==> config.mk <==
export PLATFORM = sky130hd
export DESIGN_NAME = shc_host_regs
export DESIGN_NICKNAME = d
export VERILOG_FILES = /design/src/logic/shc_pkg.sv /design/src/logic/shc_pin_sync.sv /design/src/logic/shc_power_ctrl.sv /design/src/logic/shc_host_regs.sv
export SDC_FILE = /design/constraint.sdc
export NUM_CORES = 1
export LEC_CHECK = 0
export ABC_CLOCK_PERIOD_IN_PS = 2400
export BUFFER_PORTS_ARGS = -buffer_cell sky130_fd_sc_hd__buf_2
export CAP_MARGIN = 20
export CORE_UTILIZATION = 59
export DETAILED_ROUTE_END_ITERATION = 12
export PLACE_DENSITY = 0.79
export SLEW_MARGIN = 20
export SYNTH_ARGS = -nofsm -noshare
export SYNTH_HDL_FRONTEND = slang
export SYNTH_HIERARCHICAL = 1
export SYNTH_SLANG_ARGS = --single-unit
==> constraint.sdc <==
create_clock -name i_clk_sys -period 2.4 [get_ports i_clk_sys]
set_clock_uncertainty 0.2 [all_clocks]
set_input_delay 0.12 -clock i_clk_sys [delete_from_list [all_inputs] [get_ports i_clk_sys]]
set_output_delay 0.12 -clock i_clk_sys [all_outputs]
set_load 0.02 [all_outputs]
==> src/logic/shc_pkg.sv <==
// shc_pkg: constants, register layouts and state type of the serial host
// control register block. Shared by the top module and its power control helper.
package shc_pkg;

  // register address space
  localparam int ADDR_W = 12;
  localparam int MOD_HI = 11;
  localparam int MOD_LO = 8;
  localparam logic [3:0] MODULE_SERIAL = 4'h0;
  localparam logic [7:0] OFFS_HOST_MAIN = 8'h00;
  localparam logic [7:0] OFFS_HOST_AUX = 8'h01;
  localparam logic [ADDR_W-1:0] ADDR_STEP = 12'h001;

  // reset values and writable bits
  localparam logic [7:0] MAIN_RESET = 8'h04;
  localparam logic [7:0] AUX_RESET = 8'h00;
  localparam logic [7:0] AUX_WRITE_MASK = 8'h07;

  // serial slave address; value is arbitrary, low bit comes from select
  localparam logic [6:0] SLAVE_ADDR_DEFAULT = 7'h44;
  localparam logic [3:0] BYTE_BITS = 4'h8;

  // timing
  localparam int SYS_CLK_NS = 100;
  localparam int GLITCH_NS = 200;
  localparam int GLITCH_CYC = (GLITCH_NS + SYS_CLK_NS - 1) / SYS_CLK_NS;

  // clock gating restriction, from the power control setting
  localparam logic [1:0] GATE_ALL = 2'h0;
  localparam logic [1:0] GATE_FIVE_ONLY = 2'h1;
  localparam logic [1:0] GATE_VIDEO_ONLY = 2'h2;
  localparam int CLK_SYS = 0;
  localparam int CLK_VIDEO = 1;
  localparam int CLK_FIVE = 2;
  localparam int ANALOG_DOMAINS = 4;

  // pin lanes of the synchroniser
  localparam int PIN_SCL = 0;
  localparam int PIN_SDA = 1;
  localparam int PIN_SEL = 2;
  localparam int PIN_COUNT = 3;

  typedef struct packed {
    logic slave_select_force;
    logic pad_filter_bypass;
    logic address_advance_off;
    logic aux_synth_off;
    logic video_synth_off;
    logic ref_clk_diff;
    logic logic_clock_gate;
    logic sleep;
  } shc_main_s;

  typedef struct packed {
    logic [4:0] unused;
    logic aux_synth_regulator_off;
    logic video_synth_regulator_off;
    logic read_prefetch;
  } shc_aux_s;

  typedef enum logic [2:0] {
    ST_IDLE,
    ST_DEV,
    ST_SUBH,
    ST_SUBL,
    ST_WDATA,
    ST_RDATA,
    ST_RACK
  } shc_state_e;

endpackage : shc_pkg

==> src/logic/shc_pin_sync.sv <==
// shc_pin_sync: two-flop synchroniser per pin with optional glitch filter.
// Assumes pins idle high (open-drain bus with pull-ups).
`timescale 1ns/100ps
`default_nettype none

module shc_pin_sync #(
  parameter int WIDTH = 3,
  parameter int FILT_CYC = 2
) (
  // clock and reset
  input wire logic i_clk_sys,
  input wire logic i_reset_n,
  // control
  input wire logic i_bypass,
  // pins and filtered levels
  input wire logic [WIDTH-1:0] i_pin,
  output logic [WIDTH-1:0] o_level
);

  genvar g;
  generate
    for (g = 0; g < WIDTH; g++) begin : g_lane
      logic meta;
      logic sync;
      logic [3:0] stable_cnt;
      wire differs = sync != o_level[g];
      always_ff @(posedge i_clk_sys) begin
        if (!i_reset_n) begin
          meta <= 1'b1;
          sync <= 1'b1;
        end else begin
          meta <= i_pin[g];
          sync <= meta;
        end
      end
      // filter: a change must persist before it is taken
      always_ff @(posedge i_clk_sys) begin
        if (!i_reset_n) begin
          o_level[g] <= 1'b1;
          stable_cnt <= 4'h0;
        end else if (i_bypass || (differs && stable_cnt == 4'(FILT_CYC - 1))) begin
          o_level[g] <= sync;
          stable_cnt <= 4'h0;
        end else if (differs) begin
          stable_cnt <= stable_cnt + 4'h1;
        end else begin
          stable_cnt <= 4'h0;
        end
      end
    end
  endgenerate

endmodule : shc_pin_sync
`default_nettype wire

==> src/logic/shc_power_ctrl.sv <==
// shc_power_ctrl: turns host control bits into registered clock hold and
// power-down levels. Assumes the power control inputs are on i_clk_sys.
`timescale 1ns/100ps
`default_nettype none

module shc_power_ctrl #(
  parameter int DOMAINS = 4
) (
  // clock and reset
  input wire logic i_clk_sys,
  input wire logic i_reset_n,
  // register contents
  input wire shc_pkg::shc_main_s i_main,
  input wire shc_pkg::shc_aux_s i_aux,
  // power control settings
  input wire logic [1:0] i_gate_restrict,
  input wire logic [DOMAINS-1:0] i_sleep_keep_mask,
  // power outputs
  output logic [2:0] o_clock_hold,
  output logic [DOMAINS-1:0] o_analog_off,
  output logic o_aux_synth_off,
  output logic o_video_synth_off,
  output logic o_aux_synth_regulator_off,
  output logic o_video_synth_regulator_off
);

  wire gate = i_main.logic_clock_gate;
  wire sleep = i_main.sleep;
  // restriction narrows the gate bit only; sleep still stops every clock
  wire hold_sys = sleep || (gate && i_gate_restrict != shc_pkg::GATE_FIVE_ONLY
                            && i_gate_restrict != shc_pkg::GATE_VIDEO_ONLY);
  wire hold_video = sleep || (gate && i_gate_restrict != shc_pkg::GATE_FIVE_ONLY);
  wire hold_five = sleep || (gate && i_gate_restrict != shc_pkg::GATE_VIDEO_ONLY);
  wire [DOMAINS-1:0] analog_off = {DOMAINS{sleep}} & ~i_sleep_keep_mask;

  always_ff @(posedge i_clk_sys) begin
    if (!i_reset_n) begin
      o_clock_hold <= 3'h0;
      o_analog_off <= '0;
      o_aux_synth_off <= 1'b0;
      o_video_synth_off <= 1'b0;
      o_aux_synth_regulator_off <= 1'b0;
      o_video_synth_regulator_off <= 1'b0;
    end else begin
      o_clock_hold[shc_pkg::CLK_SYS] <= hold_sys;
      o_clock_hold[shc_pkg::CLK_VIDEO] <= hold_video;
      o_clock_hold[shc_pkg::CLK_FIVE] <= hold_five;
      o_analog_off <= analog_off;
      o_aux_synth_off <= i_main.aux_synth_off;
      o_video_synth_off <= i_main.video_synth_off;
      o_aux_synth_regulator_off <= i_aux.aux_synth_regulator_off;
      o_video_synth_regulator_off <= i_aux.video_synth_regulator_off;
    end
  end

endmodule : shc_power_ctrl
`default_nettype wire

==> src/logic/shc_host_regs.sv <==
// shc_host_regs: two-wire serial slave holding the two host control
// registers; clock pin is sampled by i_clk_sys, well above its rate.
// Summary of operation
// - Bit 7 set forces chip select to one; clear uses the select pin.
// - Bit 6 set bypasses pad glitch filter and slew control.
// - Bit 5 clear advances register address per byte; set holds it.
// - Bit 4 set powers down the auxiliary synthesiser.
// - Bit 3 set powers down the video synthesiser.
// - Bit 2 picks differential reference input; resets to one.
// - Bit 1 set holds system, video and five-times clocks high.
// - Power control setting restricts gating to five-times or video clock.
// - Bit 0 set enters sleep: clocks gated, analog powered down.
// - Sleep leaves powered analog domains excluded by the keep mask.
// - Second register bit 2 powers down the auxiliary synth regulator.
// - Second register bit 1 powers down the video synth regulator.
// - Second register bit 0 enables read prefetch; resets disabled.
// - Prefetch may fetch, and pop, a byte the host never reads.
// - Address bits 11:8 select module; zero selects these serial registers when i_serial_host_sel is set.
`timescale 1ns/100ps
`default_nettype none

module shc_host_regs #(
  parameter logic [6:0] SLAVE_ADDR = shc_pkg::SLAVE_ADDR_DEFAULT,
  parameter int ANALOG_DOMAINS = shc_pkg::ANALOG_DOMAINS,
  parameter int GLITCH_CYC = shc_pkg::GLITCH_CYC
) (
  // clock and reset
  input wire logic i_clk_sys,
  input wire logic i_reset_n,
  // two-wire serial pins
  input wire logic i_scl,
  input wire logic i_sda,
  output logic o_sda,
  output logic o_sda_oe_n,
  input wire logic i_slave_select_pin,
  // chip configuration inputs
  input wire logic i_serial_host_sel,
  input wire logic [1:0] i_gate_restrict,
  input wire logic [ANALOG_DOMAINS-1:0] i_sleep_keep_mask,
  // pad and clock controls
  output logic o_pad_filter_bypass,
  output logic o_ref_clk_diff,
  output logic [2:0] o_clock_hold,
  output logic [ANALOG_DOMAINS-1:0] o_analog_off,
  output logic o_aux_synth_off,
  output logic o_video_synth_off,
  output logic o_aux_synth_regulator_off,
  output logic o_video_synth_regulator_off,
  // read fetch notice for fifo-backed registers elsewhere
  output logic o_read_pulse,
  output logic [shc_pkg::ADDR_W-1:0] o_read_addr
);

  shc_pkg::shc_main_s host_main;
  shc_pkg::shc_aux_s host_aux;
  shc_pkg::shc_state_e state;
  logic [shc_pkg::PIN_COUNT-1:0] pin_lvl;
  logic scl_d;
  logic sda_d;
  logic [3:0] bit_cnt;
  logic in_ack;
  logic rw_read;
  logic [7:0] shreg;
  logic [7:0] txreg;
  logic [shc_pkg::ADDR_W-1:0] addr;

  shc_pin_sync #(
    .WIDTH(shc_pkg::PIN_COUNT),
    .FILT_CYC(GLITCH_CYC)
  ) u_sync (
    .i_clk_sys(i_clk_sys),
    .i_reset_n(i_reset_n),
    .i_bypass(host_main.pad_filter_bypass),
    .i_pin({i_slave_select_pin, i_sda, i_scl}),
    .o_level(pin_lvl)
  );

  // power levels registered inside, one cycle late
  shc_power_ctrl #(
    .DOMAINS(ANALOG_DOMAINS)
  ) u_power (
    .i_clk_sys(i_clk_sys),
    .i_reset_n(i_reset_n),
    .i_main(host_main),
    .i_aux(host_aux),
    .i_gate_restrict(i_gate_restrict),
    .i_sleep_keep_mask(i_sleep_keep_mask),
    .o_clock_hold(o_clock_hold),
    .o_analog_off(o_analog_off),
    .o_aux_synth_off(o_aux_synth_off),
    .o_video_synth_off(o_video_synth_off),
    .o_aux_synth_regulator_off(o_aux_synth_regulator_off),
    .o_video_synth_regulator_off(o_video_synth_regulator_off)
  );

  wire scl = pin_lvl[shc_pkg::PIN_SCL];
  wire sda = pin_lvl[shc_pkg::PIN_SDA];
  wire sel_pin = pin_lvl[shc_pkg::PIN_SEL];

  // bus events
  wire scl_rise = scl && !scl_d;
  wire scl_fall = !scl && scl_d;
  wire start_det = scl && scl_d && sda_d && !sda;
  wire stop_det = scl && scl_d && !sda_d && sda;

  wire sel_eff = host_main.slave_select_force || sel_pin;
  wire dev_match = shreg[7:1] == {SLAVE_ADDR[6:1], sel_eff};

  // module select on address bits 11:8
  wire mod_hit = i_serial_host_sel && addr[shc_pkg::MOD_HI:shc_pkg::MOD_LO]
                 == shc_pkg::MODULE_SERIAL;
  wire hit_main = mod_hit && addr[7:0] == shc_pkg::OFFS_HOST_MAIN;
  wire hit_aux = mod_hit && addr[7:0] == shc_pkg::OFFS_HOST_AUX;
  wire [7:0] rd_mux = hit_main ? host_main : (hit_aux ? host_aux : 8'h00);

  wire [shc_pkg::ADDR_W-1:0] addr_adv = host_main.address_advance_off ? addr
                                        : addr + shc_pkg::ADDR_STEP;

  wire receiving = state == shc_pkg::ST_DEV || state == shc_pkg::ST_SUBH
                   || state == shc_pkg::ST_SUBL || state == shc_pkg::ST_WDATA;
  wire bit_in = scl_rise && receiving && !in_ack && bit_cnt != shc_pkg::BYTE_BITS;
  wire byte_in = scl_fall && receiving && !in_ack && bit_cnt == shc_pkg::BYTE_BITS;
  wire ack_end = scl_fall && in_ack;
  wire wr_now = byte_in && state == shc_pkg::ST_WDATA;
  wire byte_out_done = scl_fall && state == shc_pkg::ST_RDATA
                       && bit_cnt == shc_pkg::BYTE_BITS;
  wire host_acked = scl_rise && state == shc_pkg::ST_RACK && !sda;

  // prefetch chooses when the next byte is fetched
  wire fetch_first = ack_end && state == shc_pkg::ST_DEV && rw_read;
  // prefetch fetches before the host acks
  wire fetch_pf = byte_out_done && host_aux.read_prefetch;
  wire fetch_ack = host_acked && !host_aux.read_prefetch;
  wire fetch = fetch_first || fetch_pf || fetch_ack;

  // subaddress bytes land in the register address
  wire load_sub_hi = byte_in && state == shc_pkg::ST_SUBH;
  wire load_sub_lo = byte_in && state == shc_pkg::ST_SUBL;
  // one step per written or fetched byte
  wire step_addr = wr_now || fetch;

  // register write strobes and masked aux data
  wire wr_main = wr_now && hit_main;
  wire wr_aux = wr_now && hit_aux;
  wire [7:0] aux_wdata = shreg & shc_pkg::AUX_WRITE_MASK;

  // one-cycle delayed levels for edge detection

  always_ff @(posedge i_clk_sys) begin
    if (!i_reset_n) begin
      scl_d <= 1'b1;
      sda_d <= 1'b1;
    end else begin
      scl_d <= scl;
      sda_d <= sda;
    end
  end

  // protocol engine; start and stop take priority over bit traffic
  always_ff @(posedge i_clk_sys) begin
    if (!i_reset_n) begin
      state <= shc_pkg::ST_IDLE;
      bit_cnt <= 4'h0;
      in_ack <= 1'b0;
      rw_read <= 1'b0;
      shreg <= 8'h00;
      txreg <= 8'h00;
      o_sda_oe_n <= 1'b1;
    end else if (start_det) begin
      state <= shc_pkg::ST_DEV;
      bit_cnt <= 4'h0;
      in_ack <= 1'b0;
      o_sda_oe_n <= 1'b1;
    end else if (stop_det) begin
      state <= shc_pkg::ST_IDLE;
      in_ack <= 1'b0;
      o_sda_oe_n <= 1'b1;
    end else if (bit_in) begin
      shreg <= {shreg[6:0], sda};
      bit_cnt <= bit_cnt + 4'h1;
    end else if (byte_in) begin
      // address miss: step off the bus until the next start
      if (state == shc_pkg::ST_DEV && !dev_match) begin
        state <= shc_pkg::ST_IDLE;
      end else begin
        in_ack <= 1'b1;
        o_sda_oe_n <= 1'b0;
      end
      if (state == shc_pkg::ST_DEV) begin
        rw_read <= shreg[0];
      end
    end else if (ack_end) begin
      in_ack <= 1'b0;
      bit_cnt <= 4'h0;
      o_sda_oe_n <= 1'b1;
      case (state)
        shc_pkg::ST_DEV: begin
          if (rw_read) begin
            // first data bit goes out on the same falling edge
            state <= shc_pkg::ST_RDATA;
            o_sda_oe_n <= rd_mux[7];
            txreg <= {rd_mux[6:0], 1'b0};
            bit_cnt <= 4'h1;
          end else begin
            state <= shc_pkg::ST_SUBH;
          end
        end
        shc_pkg::ST_SUBH: begin
          state <= shc_pkg::ST_SUBL;
        end
        default: begin
          state <= shc_pkg::ST_WDATA;
        end
      endcase
    end else if (scl_fall && state == shc_pkg::ST_RDATA) begin
      if (bit_cnt == shc_pkg::BYTE_BITS) begin
        o_sda_oe_n <= 1'b1;
        state <= shc_pkg::ST_RACK;
        bit_cnt <= 4'h0;
        if (fetch_pf) begin
          txreg <= rd_mux;
        end
      end else begin
        o_sda_oe_n <= txreg[7];
        txreg <= {txreg[6:0], 1'b0};
        bit_cnt <= bit_cnt + 4'h1;
      end
    end else if (scl_rise && state == shc_pkg::ST_RACK) begin
      // host not-acknowledge ends the read burst
      state <= sda ? shc_pkg::ST_IDLE : shc_pkg::ST_RDATA;
      if (fetch_ack) begin
        txreg <= rd_mux;
      end
    end
  end

  // register address: subaddress bytes, then advance per byte moved
  always_ff @(posedge i_clk_sys) begin
    if (!i_reset_n) begin
      addr <= '0;
    end else if (load_sub_hi) begin
      addr[shc_pkg::MOD_HI:shc_pkg::MOD_LO] <= shreg[3:0];
    end else if (load_sub_lo) begin
      addr[7:0] <= shreg;
    end else if (step_addr) begin
      addr <= addr_adv;
    end
  end

  // host control registers
  always_ff @(posedge i_clk_sys) begin
    if (!i_reset_n) begin
      host_main <= shc_pkg::MAIN_RESET;
      host_aux <= shc_pkg::AUX_RESET;
    end else if (wr_main) begin
      host_main <= shreg;
    end else if (wr_aux) begin
      host_aux <= aux_wdata;
    end
  end

  // fetch notice lets fifo sources pop on prefetch too
  // a nacked prefetch still pulses, so that byte is lost to the host
  always_ff @(posedge i_clk_sys) begin
    if (!i_reset_n) begin
      o_read_pulse <= 1'b0;
      o_read_addr <= '0;
    end else begin
      o_read_pulse <= fetch;
      if (fetch) begin
        o_read_addr <= addr;
      end
    end
  end

  // pad controls; data value stays low, the enable alone moves the pin
  always_ff @(posedge i_clk_sys) begin
    if (!i_reset_n) begin
      o_sda <= 1'b0;
      o_pad_filter_bypass <= 1'b0;
      o_ref_clk_diff <= 1'b1;
    end else begin
      o_sda <= 1'b0;
      o_pad_filter_bypass <= host_main.pad_filter_bypass;
      o_ref_clk_diff <= host_main.ref_clk_diff;
    end
  end

endmodule : shc_host_regs
`default_nettype wire

==> flow_metrics.env, run 1 <==
export IMPL_dp_slack_ns=0.144
export IMPL_grt_pass1_wl_microns=18000
export IMPL_design_area_sq_um=5230
export IMPL_setup_slack_ns=0.111
export IMPL_chipHeight_microns=90.5
export IMPL_ys_flop_type="dfxtp_1"
export IMPL_wl_microns=10500
export IMPL_reg2reg_to="o_sda_oe_n"
export IMPL_reg2reg_slack_ns=0.11
export IMPL_worstPathRequired_ns=2.46
export IMPL_hpwl_microns=7430
export IMPL_grt_overflow_total=0
export IMPL_diodes=0
export IMPL_post_route_period_util_pct=95.4
export IMPL_post_drt_wl_per_cell_microns=15.7
export IMPL_yosys_area_top_type="dfxtp_1"
export IMPL_num_rows=31
export IMPL_grt_pass1_vias=3649
export IMPL_hold_depth=5
export IMPL_power_leakage_nw=2.01
export IMPL_ir_drop_mv=0.370
export IMPL_place_area_sq_um=4910
export IMPL_cap_viol_max_count=0
export IMPL_cts_buffers=9
export IMPL_power_density_nw_per_um2=541
export IMPL_r2r_start="bit_cnt[0]"
export IMPL_relSlewSlack_pct=61.1
export IMPL_max_freq_mhz=437
export IMPL_ys_ff_latch=98
export IMPL_num_vias=3899
export IMPL_cts_sinks=98
export IMPL_drt_iter0_markers=189
export IMPL_initial_core_util_pct=62.4
export IMPL_synthArstFlopShare_pct=0
export IMPL_synth_edf_count=0
export IMPL_status="finished, final reports clean"
export IMPL_hp_class="in -> reg"
export IMPL_hp_start="i_serial_host_sel"
export IMPL_avgSynthCellArea_sq_um=8.86
export IMPL_hold_viol=0
export IMPL_slew_violations=0
export IMPL_drive_gt1_share_pct=16.4
export IMPL_cp_max_fo=5
export IMPL_cp_end_kind="register"
export IMPL_grt_max_degree=36
export IMPL_ios=40
export IMPL_worst_pin_slew_ns=0.581
export IMPL_clk_pin_slew_ns=0.09
export IMPL_finalSetupTns_ns=0
export IMPL_cts_root_buffer="clkbuf_8"
export IMPL_rsz0062_at_grt="yes"
export IMPL_whs_endpoint="txreg[0]"
export IMPL_core_sq_um=7410
export IMPL_start_kind="register"
export IMPL_syn_area_sq_um=4620
export IMPL_dr_pass1_iters=4
export IMPL_reg2regPathDepth=6
export IMPL_ant_nets=0
export IMPL_antenna_found_initial=0
export IMPL_htree_levels=3
export IMPL_yosysTopAreaCellShare_pct=42.4
export IMPL_setup_viol=0
export IMPL_final_util_pct=70.6
export IMPL_worstSetupPathType="reg -> reg"
export IMPL_cts_tree="built"
export IMPL_place_gp_congestion=0.945
export IMPL_syn2layout_area_growth_pct=13.1
export IMPL_synth_cell_type_count=70
export IMPL_yosysWarnings=6
export IMPL_die_area_sq_um=8190
export IMPL_remaining_drc_errors=0
export IMPL_post_cts_setup_buffers=0
export IMPL_clock_latency_ns=0.37
export IMPL_avgViaCountPerCell=5.79
export IMPL_cp_data_arrival_time_ns=2.35
export IMPL_clockBufferDepth=2
export IMPL_die_width_microns=90.5
export IMPL_track_usage_pct=27.2
export IMPL_syn_num_nets=545
export IMPL_syn_inst=522
export IMPL_synth_seq_area_share_pct=42.4
export IMPL_yosys_top_cells_area="dfxtp_1 42%, nand2_1 4.7%, a21oi_1 4.4%"
export IMPL_fin_nets=592
export IMPL_period_needed_ns=2.29
export IMPL_port_buffers=38
## cells in the mapped netlist (all sizes together), types with 3 or more instances
cell type,number
dfxtp,98
nand2,58
nor2,49
a21oi,41
nand3,25
o21ai,25
inv,19
clkbuf,17
xnor2,17
mux2i,16
ha,11
buf,10
a311oi,9
nand2b,9
nand4,8
and2,6
and3,6
nand3b,6
nor3,6
nor3b,6
o211ai,6
or2b,6
and4,5
nor2b,5
a22o,4
a31oi,4
o22ai,4
a32o,3
and3b,3
nor4,3
o21a,3
or3b,3
xor2,3
## power breakdown
group / total (W) / leakage [nW] / internal (W) / switching [W]
clock: 0.00104 / 0.0973 / 0.000429 / 0.000613
combinational: 0.000133 / 1.12 / 0.0000601 / 0.0000728
sequential: 0.00166 / 0.791 / 0.00164 / 0.0000173
## how the worst max path moves through the flow
stage               slack [ns]           end  cells after the start       start
finish                    0.11    o_sda_oe_n                      6  bit_cnt[0]
global route             -0.02    o_sda_oe_n                      6  bit_cnt[0]
CTS                       0.10  host_main[1]                      7  bit_cnt[0]
detailed placement        0.14       addr[3]                      8  bit_cnt[0]
global placement          0.26    bit_cnt[3]                      5    state[2]
floorplan                 0.30    bit_cnt[3]                      7  bit_cnt[0]
## cell usage in the layout, fill, tap and decap left out, types with 3 or more instances in the layout
| cell | n |
|---|---|
| dfxtp_1 | 98 |
| nand2_1 | 58 |
| nor2_1 | 49 |
| a21oi_1 | 41 |
| buf_2 | 38 |
| o21ai_0 | 24 |
| nand3_1 | 22 |
| inv_1 | 19 |
| xnor2_1 | 17 |
| mux2i_1 | 16 |
| buf_4 | 13 |
| dlygate4sd3_1 | 12 |
| ha_1 | 11 |
| clkbuf_8 | 10 |
| nand2b_1 | 9 |
| nand4_1 | 6 |
| and2_1 | 6 |
| and3_1 | 6 |
| o211ai_1 | 6 |
| or2b_1 | 6 |
| nor3b_1 | 5 |
| nor2b_1 | 5 |
| and4_1 | 5 |
| a311oi_1 | 5 |
| nand3b_2 | 4 |
| a22o_1 | 4 |
| o22ai_1 | 4 |
| a31oi_1 | 4 |
| a311oi_2 | 4 |
| o21a_1 | 3 |
| nor3_1 | 3 |
| nor3_2 | 3 |
| a32o_1 | 3 |
| or3b_4 | 3 |
| xor2_1 | 3 |
| nand3_2 | 3 |
## area by class of cell
cell class / instances / area, sq um
Fill cell: 588 / 2180
Timing Repair Buffer: 63 / 408
Sequential cell: 98 / 1960
Clock inverter: 6 / 56.3
Multi-Input combinational cell: 377 / 2470
Clock buffer: 10 / 138
Inverter: 20 / 75.1
Tap cell: 99 / 124
## metrics by stage
step | hold WS [ns] | cells | total power, W
detailed placement | 0.0819 | 645 | 0.00181
global route | 0.215 | 673 | 0.00294
global placement | 0.0800 | 645 | 0.00181
finish | 0.196 | 673 | 0.00283
CTS | 0.159 | 673 | 0.00285
floorplan | -0.00817 | 522 | 0.00177
## kinds of logic after synthesis
| group | after synthesis | synth area share [%] |
|---|---|---|
| AND/OR/NAND/NOR | 216 | 26.4 |
| AO/OA/AOI/OAI | 113 | 16.4 |
| flip-flops | 98 | 42.4 |
| buffers and inverters | 47 | 4.41 |
| XOR/XNOR | 20 | 3.79 |
| multiplexers | 16 | 3.46 |
| adder cells (fa/ha/maj) | 11 | 2.98 |
| other | 1 | 0.0811 |
## routing by layer
layer / vias up / GRT usage (%) / share of wire, %
li1: 1934 / - / -
met1: 1834 / 36.8 / 47
met2: 116 / 43.4 / 46
met3: 15 / 5.89 / 5.2
met4: 0 / 8.33 / 1.1
met5: - / 0 / 0
## repair_timing
item | CTS | global route
hold buffers | 12 | 0
hold endpoints to repair | 18 | 0
endpoints found under the setup margin | 0 | 8
gates resized for setup | 0 | 2
## worst max-delay path, cell delays in order, from the launching register on
cell	delay (ns)
dfxtp_1	0.34
inv_1	0.11
ha_1	0.18
nand3b_1	0.27
nor3_2	0.40
o311ai_0	0.28
a311o_1	0.39
## sequential cells by signal (all words and copies together), names as in the netlist, 3 cells and up
signal,count
u_sync/g_lane.sync,3
u_sync/o_level,3
bit_cnt,4
host_aux,3
txreg,8
state,3
u_sync/g_lane.meta,3
host_main,8
u_power/o_clock_hold,3
o_read_addr,12
shreg,8
addr,12
u_sync/g_lane.stable_cnt,12
u_power/o_analog_off,4
Note: power is estimated with default switching activity, not from simulation.
==> inputs of run 2 (changes only) <==
--- a/config.mk
+++ b/config.mk
@@ -5,7 +5,7 @@
 export SDC_FILE = /design/constraint.sdc
 export NUM_CORES = 1
 export LEC_CHECK = 0
-export ABC_CLOCK_PERIOD_IN_PS = 2400
+export ABC_CLOCK_PERIOD_IN_PS = 2300
 export BUFFER_PORTS_ARGS = -buffer_cell sky130_fd_sc_hd__buf_2
 export CAP_MARGIN = 20
 export CORE_UTILIZATION = 59
@@ -14,5 +14,4 @@
 export SLEW_MARGIN = 20
 export SYNTH_ARGS = -nofsm -noshare
 export SYNTH_HDL_FRONTEND = slang
-export SYNTH_HIERARCHICAL = 1
 export SYNTH_SLANG_ARGS = --single-unit
==> constraint.sdc (replaced) <==
create_clock -name i_clk_sys -period 2.3 [get_ports i_clk_sys]
set_clock_uncertainty 0.2 [all_clocks]
set_input_delay 0.115 -clock i_clk_sys [delete_from_list [all_inputs] [get_ports i_clk_sys]]
set_output_delay 0.115 -clock i_clk_sys [all_outputs]
set_load 0.02 [all_outputs]
==> flow_metrics.env, run 2 <==
export IMPL_fin_nets=614
export IMPL_yosys_top_cells_area="dfxtp_1 42%, mux2i_1 8.2%, nor2b_1 5.0%"
export IMPL_die_width_microns=90.5
export IMPL_worstSetupPathType="reg -> reg"
export IMPL_num_vias=4065
export IMPL_worst_pin_slew_ns=0.672
export IMPL_status="complete, but fails checks"
export IMPL_syn_area_sq_um=4620
export IMPL_grt_pass1_vias=3659
export IMPL_avgViaCountPerCell=5.85
export IMPL_setup_slack_ns=-0.0522
export IMPL_yosysTopAreaCellShare_pct=42.5
export IMPL_max_freq_mhz=425
export IMPL_post_drt_wl_per_cell_microns=15.7
export IMPL_remaining_drc_errors=0
export IMPL_hold_ws_ns=0.0315
export IMPL_final_cell_mix="90 x dfxtp_1, 50 x buf_4, 39 x nand2_1"
export IMPL_synth_seq_area_share_pct=42.5
export IMPL_power_leakage_nw=2.21
export IMPL_cts_tree="built"
export IMPL_finalSetupTns_ns=-0.126
export IMPL_num_rows=31
export IMPL_avgSynthCellArea_sq_um=9.17
export IMPL_diodes=0
export IMPL_wirelength_met1_microns=4990
export IMPL_worstPathRequired_ns=2.35
export IMPL_cts_root_buffer="clkbuf_8"
export IMPL_slew_violations=0
export IMPL_hold_viol=0
export IMPL_chipHeight_microns=90.5
export IMPL_biggestRegsByFlops="addr x12, o_read_addr x12, u_sync.g_lane.stable_cnt x12"
export IMPL_dr_pass1_iters=5
export IMPL_dr_wl_met2_microns=5240
export IMPL_clk_pin_slew_ns=0.10
export IMPL_post_route_period_util_pct=102
export IMPL_period_needed_ns=2.35
export IMPL_port_buffers=38
export IMPL_synth_xor_area_share_pct=3.22
export IMPL_clock_latency_ns=0.37
export IMPL_cp_end_kind="register"
export IMPL_drt_iter0_markers=281
export IMPL_wl_microns=10900
export IMPL_cts_sinks=98
export IMPL_htree_levels=3
export IMPL_nFillCells=506
export IMPL_hp_class="in -> reg"
export IMPL_dr_max_layer_used="met4"
export IMPL_place_gp_congestion=0.888
export IMPL_synth_edf_count=0
export IMPL_cap_viol_max_count=0
export IMPL_antenna_found_initial=0
export IMPL_rsz0062_at_grt="yes"
export IMPL_yosys_top_cells_count="98 x dfxtp_1, 39 x nand2_1, 38 x mux2i_1"
export IMPL_yosysWarnings=0
export IMPL_ant_nets=0
export IMPL_ys_ff_latch=98
export IMPL_clockBufferDepth=2
export IMPL_synthMostInstantiatedCell="dfxtp_1"
export IMPL_setup_viol=4
export IMPL_relSlewSlack_pct=55.2
export IMPL_syn_inst=504
export IMPL_start_kind="register"
export IMPL_track_usage_pct=26.4
export IMPL_initial_core_util_pct=62.4
export IMPL_layout_commonest_cell="dfxtp_1"
export IMPL_wl_met3_microns=485
export IMPL_die_area_sq_um=8190
export IMPL_yosys_area_share_simple_pct=26.2
export IMPL_power_density_nw_per_um2=505
export IMPL_drive_gt1_share_pct=26.3
export IMPL_synthArstFlopShare_pct=0
export IMPL_grt_max_degree=41
export IMPL_violations="setup timing"
export IMPL_synth_top_family_by_area="simple AND/OR/NAND/NOR gates"
export IMPL_synth_compound_area_share_pct=12.9
export IMPL_cp_max_fo=3
export IMPL_cp_data_arrival_time_ns=2.41
export IMPL_synth_cell_type_count=62
export IMPL_ir_drop_mv=0.477
export IMPL_cts_buffers=9
export IMPL_ys_flop_type="dfxtp_1"
export IMPL_synthMuxAreaShare_pct=8.23
export IMPL_grt_overflow_total=0
export IMPL_grt_pass1_wl_microns=17400
export IMPL_synth_fa_ha_area_share_pct=2.98
export IMPL_ios=40
export IMPL_syn2layout_area_growth_pct=22.9
export IMPL_yosys_area_top_type="dfxtp_1"
export IMPL_core_sq_um=7410
export IMPL_hpwl_microns=7630
export IMPL_syn_num_nets=527
[run 2: cell count changes after synthesis, sizes merged, moves of 8 or more]
cell / previous run / this run
nor2b: 5 / 37
nand2: 58 / 39
nor2: 49 / 27
nand2b: 9 / 17
a21oi: 41 / 23
mux2i: 16 / 38
a311oi: 9 / 0
[run 2: worst paths after layout]
| check | startpoint | to | slack, ns | depth (start not counted) |
|---|---|---|---|---|
| worst max register to register | addr[9] | host_aux[1] | -0.05 | 5 |
| worst min register to register | u_sync.g_lane[0].meta | u_sync.g_lane[0].sync | 0.22 | 1 |
| worst min-delay path | i_reset_n | u_sync.o_level[0] | 0.03 | 2 |
| worst max-delay path | addr[9] | host_aux[1] | -0.05 | 5 |
[run 2: kinds of logic after synthesis]
kind of cell / count (synthesis)
mux: 38
buf+inv: 42
xor+xnor: 17
fa+ha+maj: 11
simple gates: 210
flops: 98
compound gates: 87
other cells: 1
[run 2: worst max-delay path: stages, from the launching register on]
cell     delay, ns
dfxtp_2       0.34
or4b_4        0.54
or3_4         0.44
nor4b_4       0.40
mux2i_1       0.25
nor2b_1       0.06
[run 2: area by class of cell]
class | instances | area (sq um) | share of cell area (%)
clock buffers | 9 | 124 | 2.18
clock inverters | 7 | 61.3 | 1.08
inverters | 13 | 48.8 | 0.859
multi-input cells | 364 | 2580 | 45.4
flip-flops and latches | 98 | 1970 | 34.7
well taps | 99 | 124 | 2.18
repair buffers | 105 | 771 | 13.6
[run 2: per-layer routing]
| layer | vias up | global-route usage [%] |
|---|---|---|
| li1 | 1964 | - |
| met1 | 1944 | 35.5 |
| met2 | 135 | 43.8 |
| met3 | 22 | 3.28 |
| met4 | 0 | 8.74 |
| met5 | - | 0 |
[run 2: where the power goes]
group / internal, W / switching [W] / leakage [nW] / total, W
sequential: 0.00170 / 0.00000355 / 0.794 / 0.00171
combinational: 0.0000471 / 0.0000463 / 1.32 / 0.0000934
clock: 0.000417 / 0.000654 / 0.0940 / 0.00107
[run 2: stage by stage]
| stage | setup slack [ns] | cell area (sq um) | utilization (%) | cells | power [W] |
|---|---|---|---|---|---|
| floorplan | -0.0713 | 4660 | - | 504 | 0.00180 |
| global placement | -0.0137 | 5270 | 71.1 | 665 | 0.00182 |
| detailed placement | -0.0945 | 5270 | 71.1 | 665 | 0.00182 |
| CTS | -0.0370 | 5580 | 75.3 | 692 | 0.00287 |
| global route | -0.108 | 5680 | 76.6 | 695 | 0.00295 |
| finish | -0.0522 | 5680 | 76.6 | 695 | 0.00287 |
[run 2: what timing repair did]
action,in CTS,in global routing
setup buffers,1,3
endpoints found under the setup margin,14,43
endpoints found under the hold margin,10,0
resized for setup,4,20
hold buffers,10,0
pin swaps,2,11
==> inputs of run 3 (changes only) <==
--- a/config.mk
+++ b/config.mk
@@ -6,7 +6,7 @@
 export NUM_CORES = 1
 export LEC_CHECK = 0
 export ABC_CLOCK_PERIOD_IN_PS = 2300
-export BUFFER_PORTS_ARGS = -buffer_cell sky130_fd_sc_hd__buf_2
+export BUFFER_PORTS_ARGS = -buffer_cell sky130_fd_sc_hd__buf_4
 export CAP_MARGIN = 20
 export CORE_UTILIZATION = 59
 export DETAILED_ROUTE_END_ITERATION = 12
==> flow_metrics.env, run 3 (synthesized netlist as in run 2, its figures left out) <==
export IMPL_clockBufferDepth=2
export IMPL_avgViaCountPerCell=5.92
export IMPL_path_cells="or3b_4 -> or4_4 -> buf_6 -> nor4b_4 -> buf_4 -> mux2i_1 -> nor2b_1"
export IMPL_cpPeakStageDelay_ns=0.44
export IMPL_port_buffers=38
export IMPL_diodes=0
export IMPL_clock_latency_ns=0.37
export IMPL_drive_gt1_share_pct=26.8
export IMPL_grt_overflow_total=0
export IMPL_switching_share_pct=22.7
export IMPL_pwr_share_clk_pct=38.5
export IMPL_ant_nets=0
export IMPL_fin_nets=618
export IMPL_violations="setup timing"
export IMPL_ir_drop_mv=0.356
export IMPL_final_cell_mix="95 x buf_4, 91 x dfxtp_1, 39 x nand2_1"
export IMPL_core_sq_um=7410
export IMPL_hp_start="i_reset_n"
export IMPL_worst_pin_slew_ns=0.699
export IMPL_nFillCells=534
export IMPL_worst_path_buf_inv=2
export IMPL_start_kind="register"
export IMPL_design_area_sq_um=5820
export IMPL_period_needed_ns=2.34
export IMPL_hp_class="in -> reg"
export IMPL_cp_data_arrival_time_ns=2.39
export IMPL_multiInputGateArea_sq_um=2610
export IMPL_power_frac_seq_pct=58.4
export IMPL_hold_ws_ns=0.0408
export IMPL_cts_sinks=98
export IMPL_place_area_sq_um=5380
export IMPL_track_usage_pct=28.1
export IMPL_cp_top_family="simple AND/OR/NAND/NOR gates"
export IMPL_post_drt_wl_per_cell_microns=16.8
export IMPL_htree_levels=3
export IMPL_grt_pass1_wl_microns=18600
export IMPL_worstSetupPathType="reg -> reg"
export IMPL_cts_root_buffer="clkbuf_8"
export IMPL_cts_buffers=9
export IMPL_syn2layout_area_growth_pct=25.9
export IMPL_remaining_drc_errors=0
export IMPL_rsz0062_at_grt="yes"
export IMPL_p_int_w=0.00226
export IMPL_wl_microns=11700
export IMPL_setup_viol=4
export IMPL_slew_violations=0
export IMPL_critPathSlowestCell="or4_4"
export IMPL_cp_end_kind="register"
export IMPL_die_area_sq_um=8190
export IMPL_setup_slack_ns=-0.0412
export IMPL_relSlewSlack_pct=53.0
export IMPL_drt_iter0_markers=218
export IMPL_cap_viol_max_count=0
export IMPL_worstPathRequired_ns=2.35
export IMPL_clk_pin_slew_ns=0.09
export IMPL_cp_max_fo=3
export IMPL_post_route_period_util_pct=102
export IMPL_r2r_start="u_sync.o_level[0]"
export IMPL_p_switching_w=0.000663
export IMPL_fin_cells=699
export IMPL_max_freq_mhz=427
export IMPL_initial_core_util_pct=62.4
export IMPL_ios=40
export IMPL_register_area_sq_um=1970
export IMPL_power_leakage_nw=2.23
export IMPL_power_density_nw_per_um2=502
export IMPL_antenna_found_initial=0
export IMPL_hpwl_microns=7940
export IMPL_status="complete, but fails checks"
export IMPL_hold_viol=0
export IMPL_cp_startpoint="u_sync.o_level[0]"
export IMPL_dr_pass1_iters=5
export IMPL_die_width_microns=90.5
export IMPL_num_vias=4139
export IMPL_placed_cells=668
export IMPL_biggestRegsByFlops="addr x12, o_read_addr x12, u_sync.g_lane.stable_cnt x12"
export IMPL_layout_commonest_cell="buf_4"
export IMPL_cts_tree="built"
export IMPL_p_comb_share_pct=3.2
export IMPL_chipHeight_microns=90.5
export IMPL_place_gp_congestion=0.863
export IMPL_grt_max_degree=86
export IMPL_grt_pass1_vias=3937
export IMPL_num_rows=31
run 3: cell count changes in the layout (fill, tap and decap cells not counted), sizes merged:
cell / change
buf: +4
clkbuf: +2
clkinvlp: +1
inv: -3
clkinv: -1
bufinv: +1
run 3: worst register-to-register path: stages (launching register included):
cell	delay (ns)
dfxtp_2	0.33
or3b_4	0.40
or4_4	0.44
buf_6	0.15
nor4b_4	0.25
buf_4	0.18
mux2i_1	0.23
nor2b_1	0.06
run 3: cell type report:
class	count	share of cell area [%]
repair buffers	109	15.1
multi-input cells	364	44.8
clock inverters	5	1.08
well taps	99	2.13
flip-flops and latches	98	33.9
clock buffers	11	2.26
inverters	13	0.839
run 3: worst paths after layout:
| check | slack (ns) | cells after the start | end |
|---|---|---|---|
| hold reg to reg | 0.22 | 1 | u_sync.g_lane[0].sync |
| setup / recovery | -0.04 | 7 | host_aux[2] |
| setup reg to reg | -0.04 | 7 | host_aux[2] |
| hold / removal | 0.04 | 2 | u_sync.o_level[1] |
run 3: power groups by stage:
stage	Combinational [W]	Clock, W	Sequential, W
after global placement	0.0000742	0	0.00174
after floorplan	0.0000523	0	0.00174
after detailed placement	0.0000763	0	0.00175
final	0.0000930	0.00112	0.00171
after global routing	0.000101	0.00120	0.00171
after CTS	0.0000908	0.00113	0.00171
run 3: timing repair:
item / 4_1_cts / 5_1_grt
gates resized for setup: 6 / 19
buffers inserted: 2 / 3
hold buffers: 10 / 0
endpoints found under the setup margin: 14 / 33
pin swaps: 5 / 12
cloned: 0 / 0
hold endpoints to repair: 10 / 0
run 3: routing by layer:
metal  up-vias  track usage [%]  share of wire (%)
met4         0             11.3                2.7
met5         -                0                  0
li1       1969                -                  -
met3        31             6.40                5.5
met1      1990             33.7                 42
met2       149             48.5                 50
run 3: metrics by stage:
stage               TNS, ns  power [W]  setup WS (ns)  utilization, %
global route         -0.585    0.00301         -0.106            78.5
detailed placement   -0.450    0.00182        -0.0745            72.6
CTS                 -0.0301    0.00293        -0.0279            77.0
global placement          0    0.00182        0.00729            72.6
finish              -0.0630    0.00292        -0.0412            78.5
floorplan            -0.630    0.00180        -0.0713               -
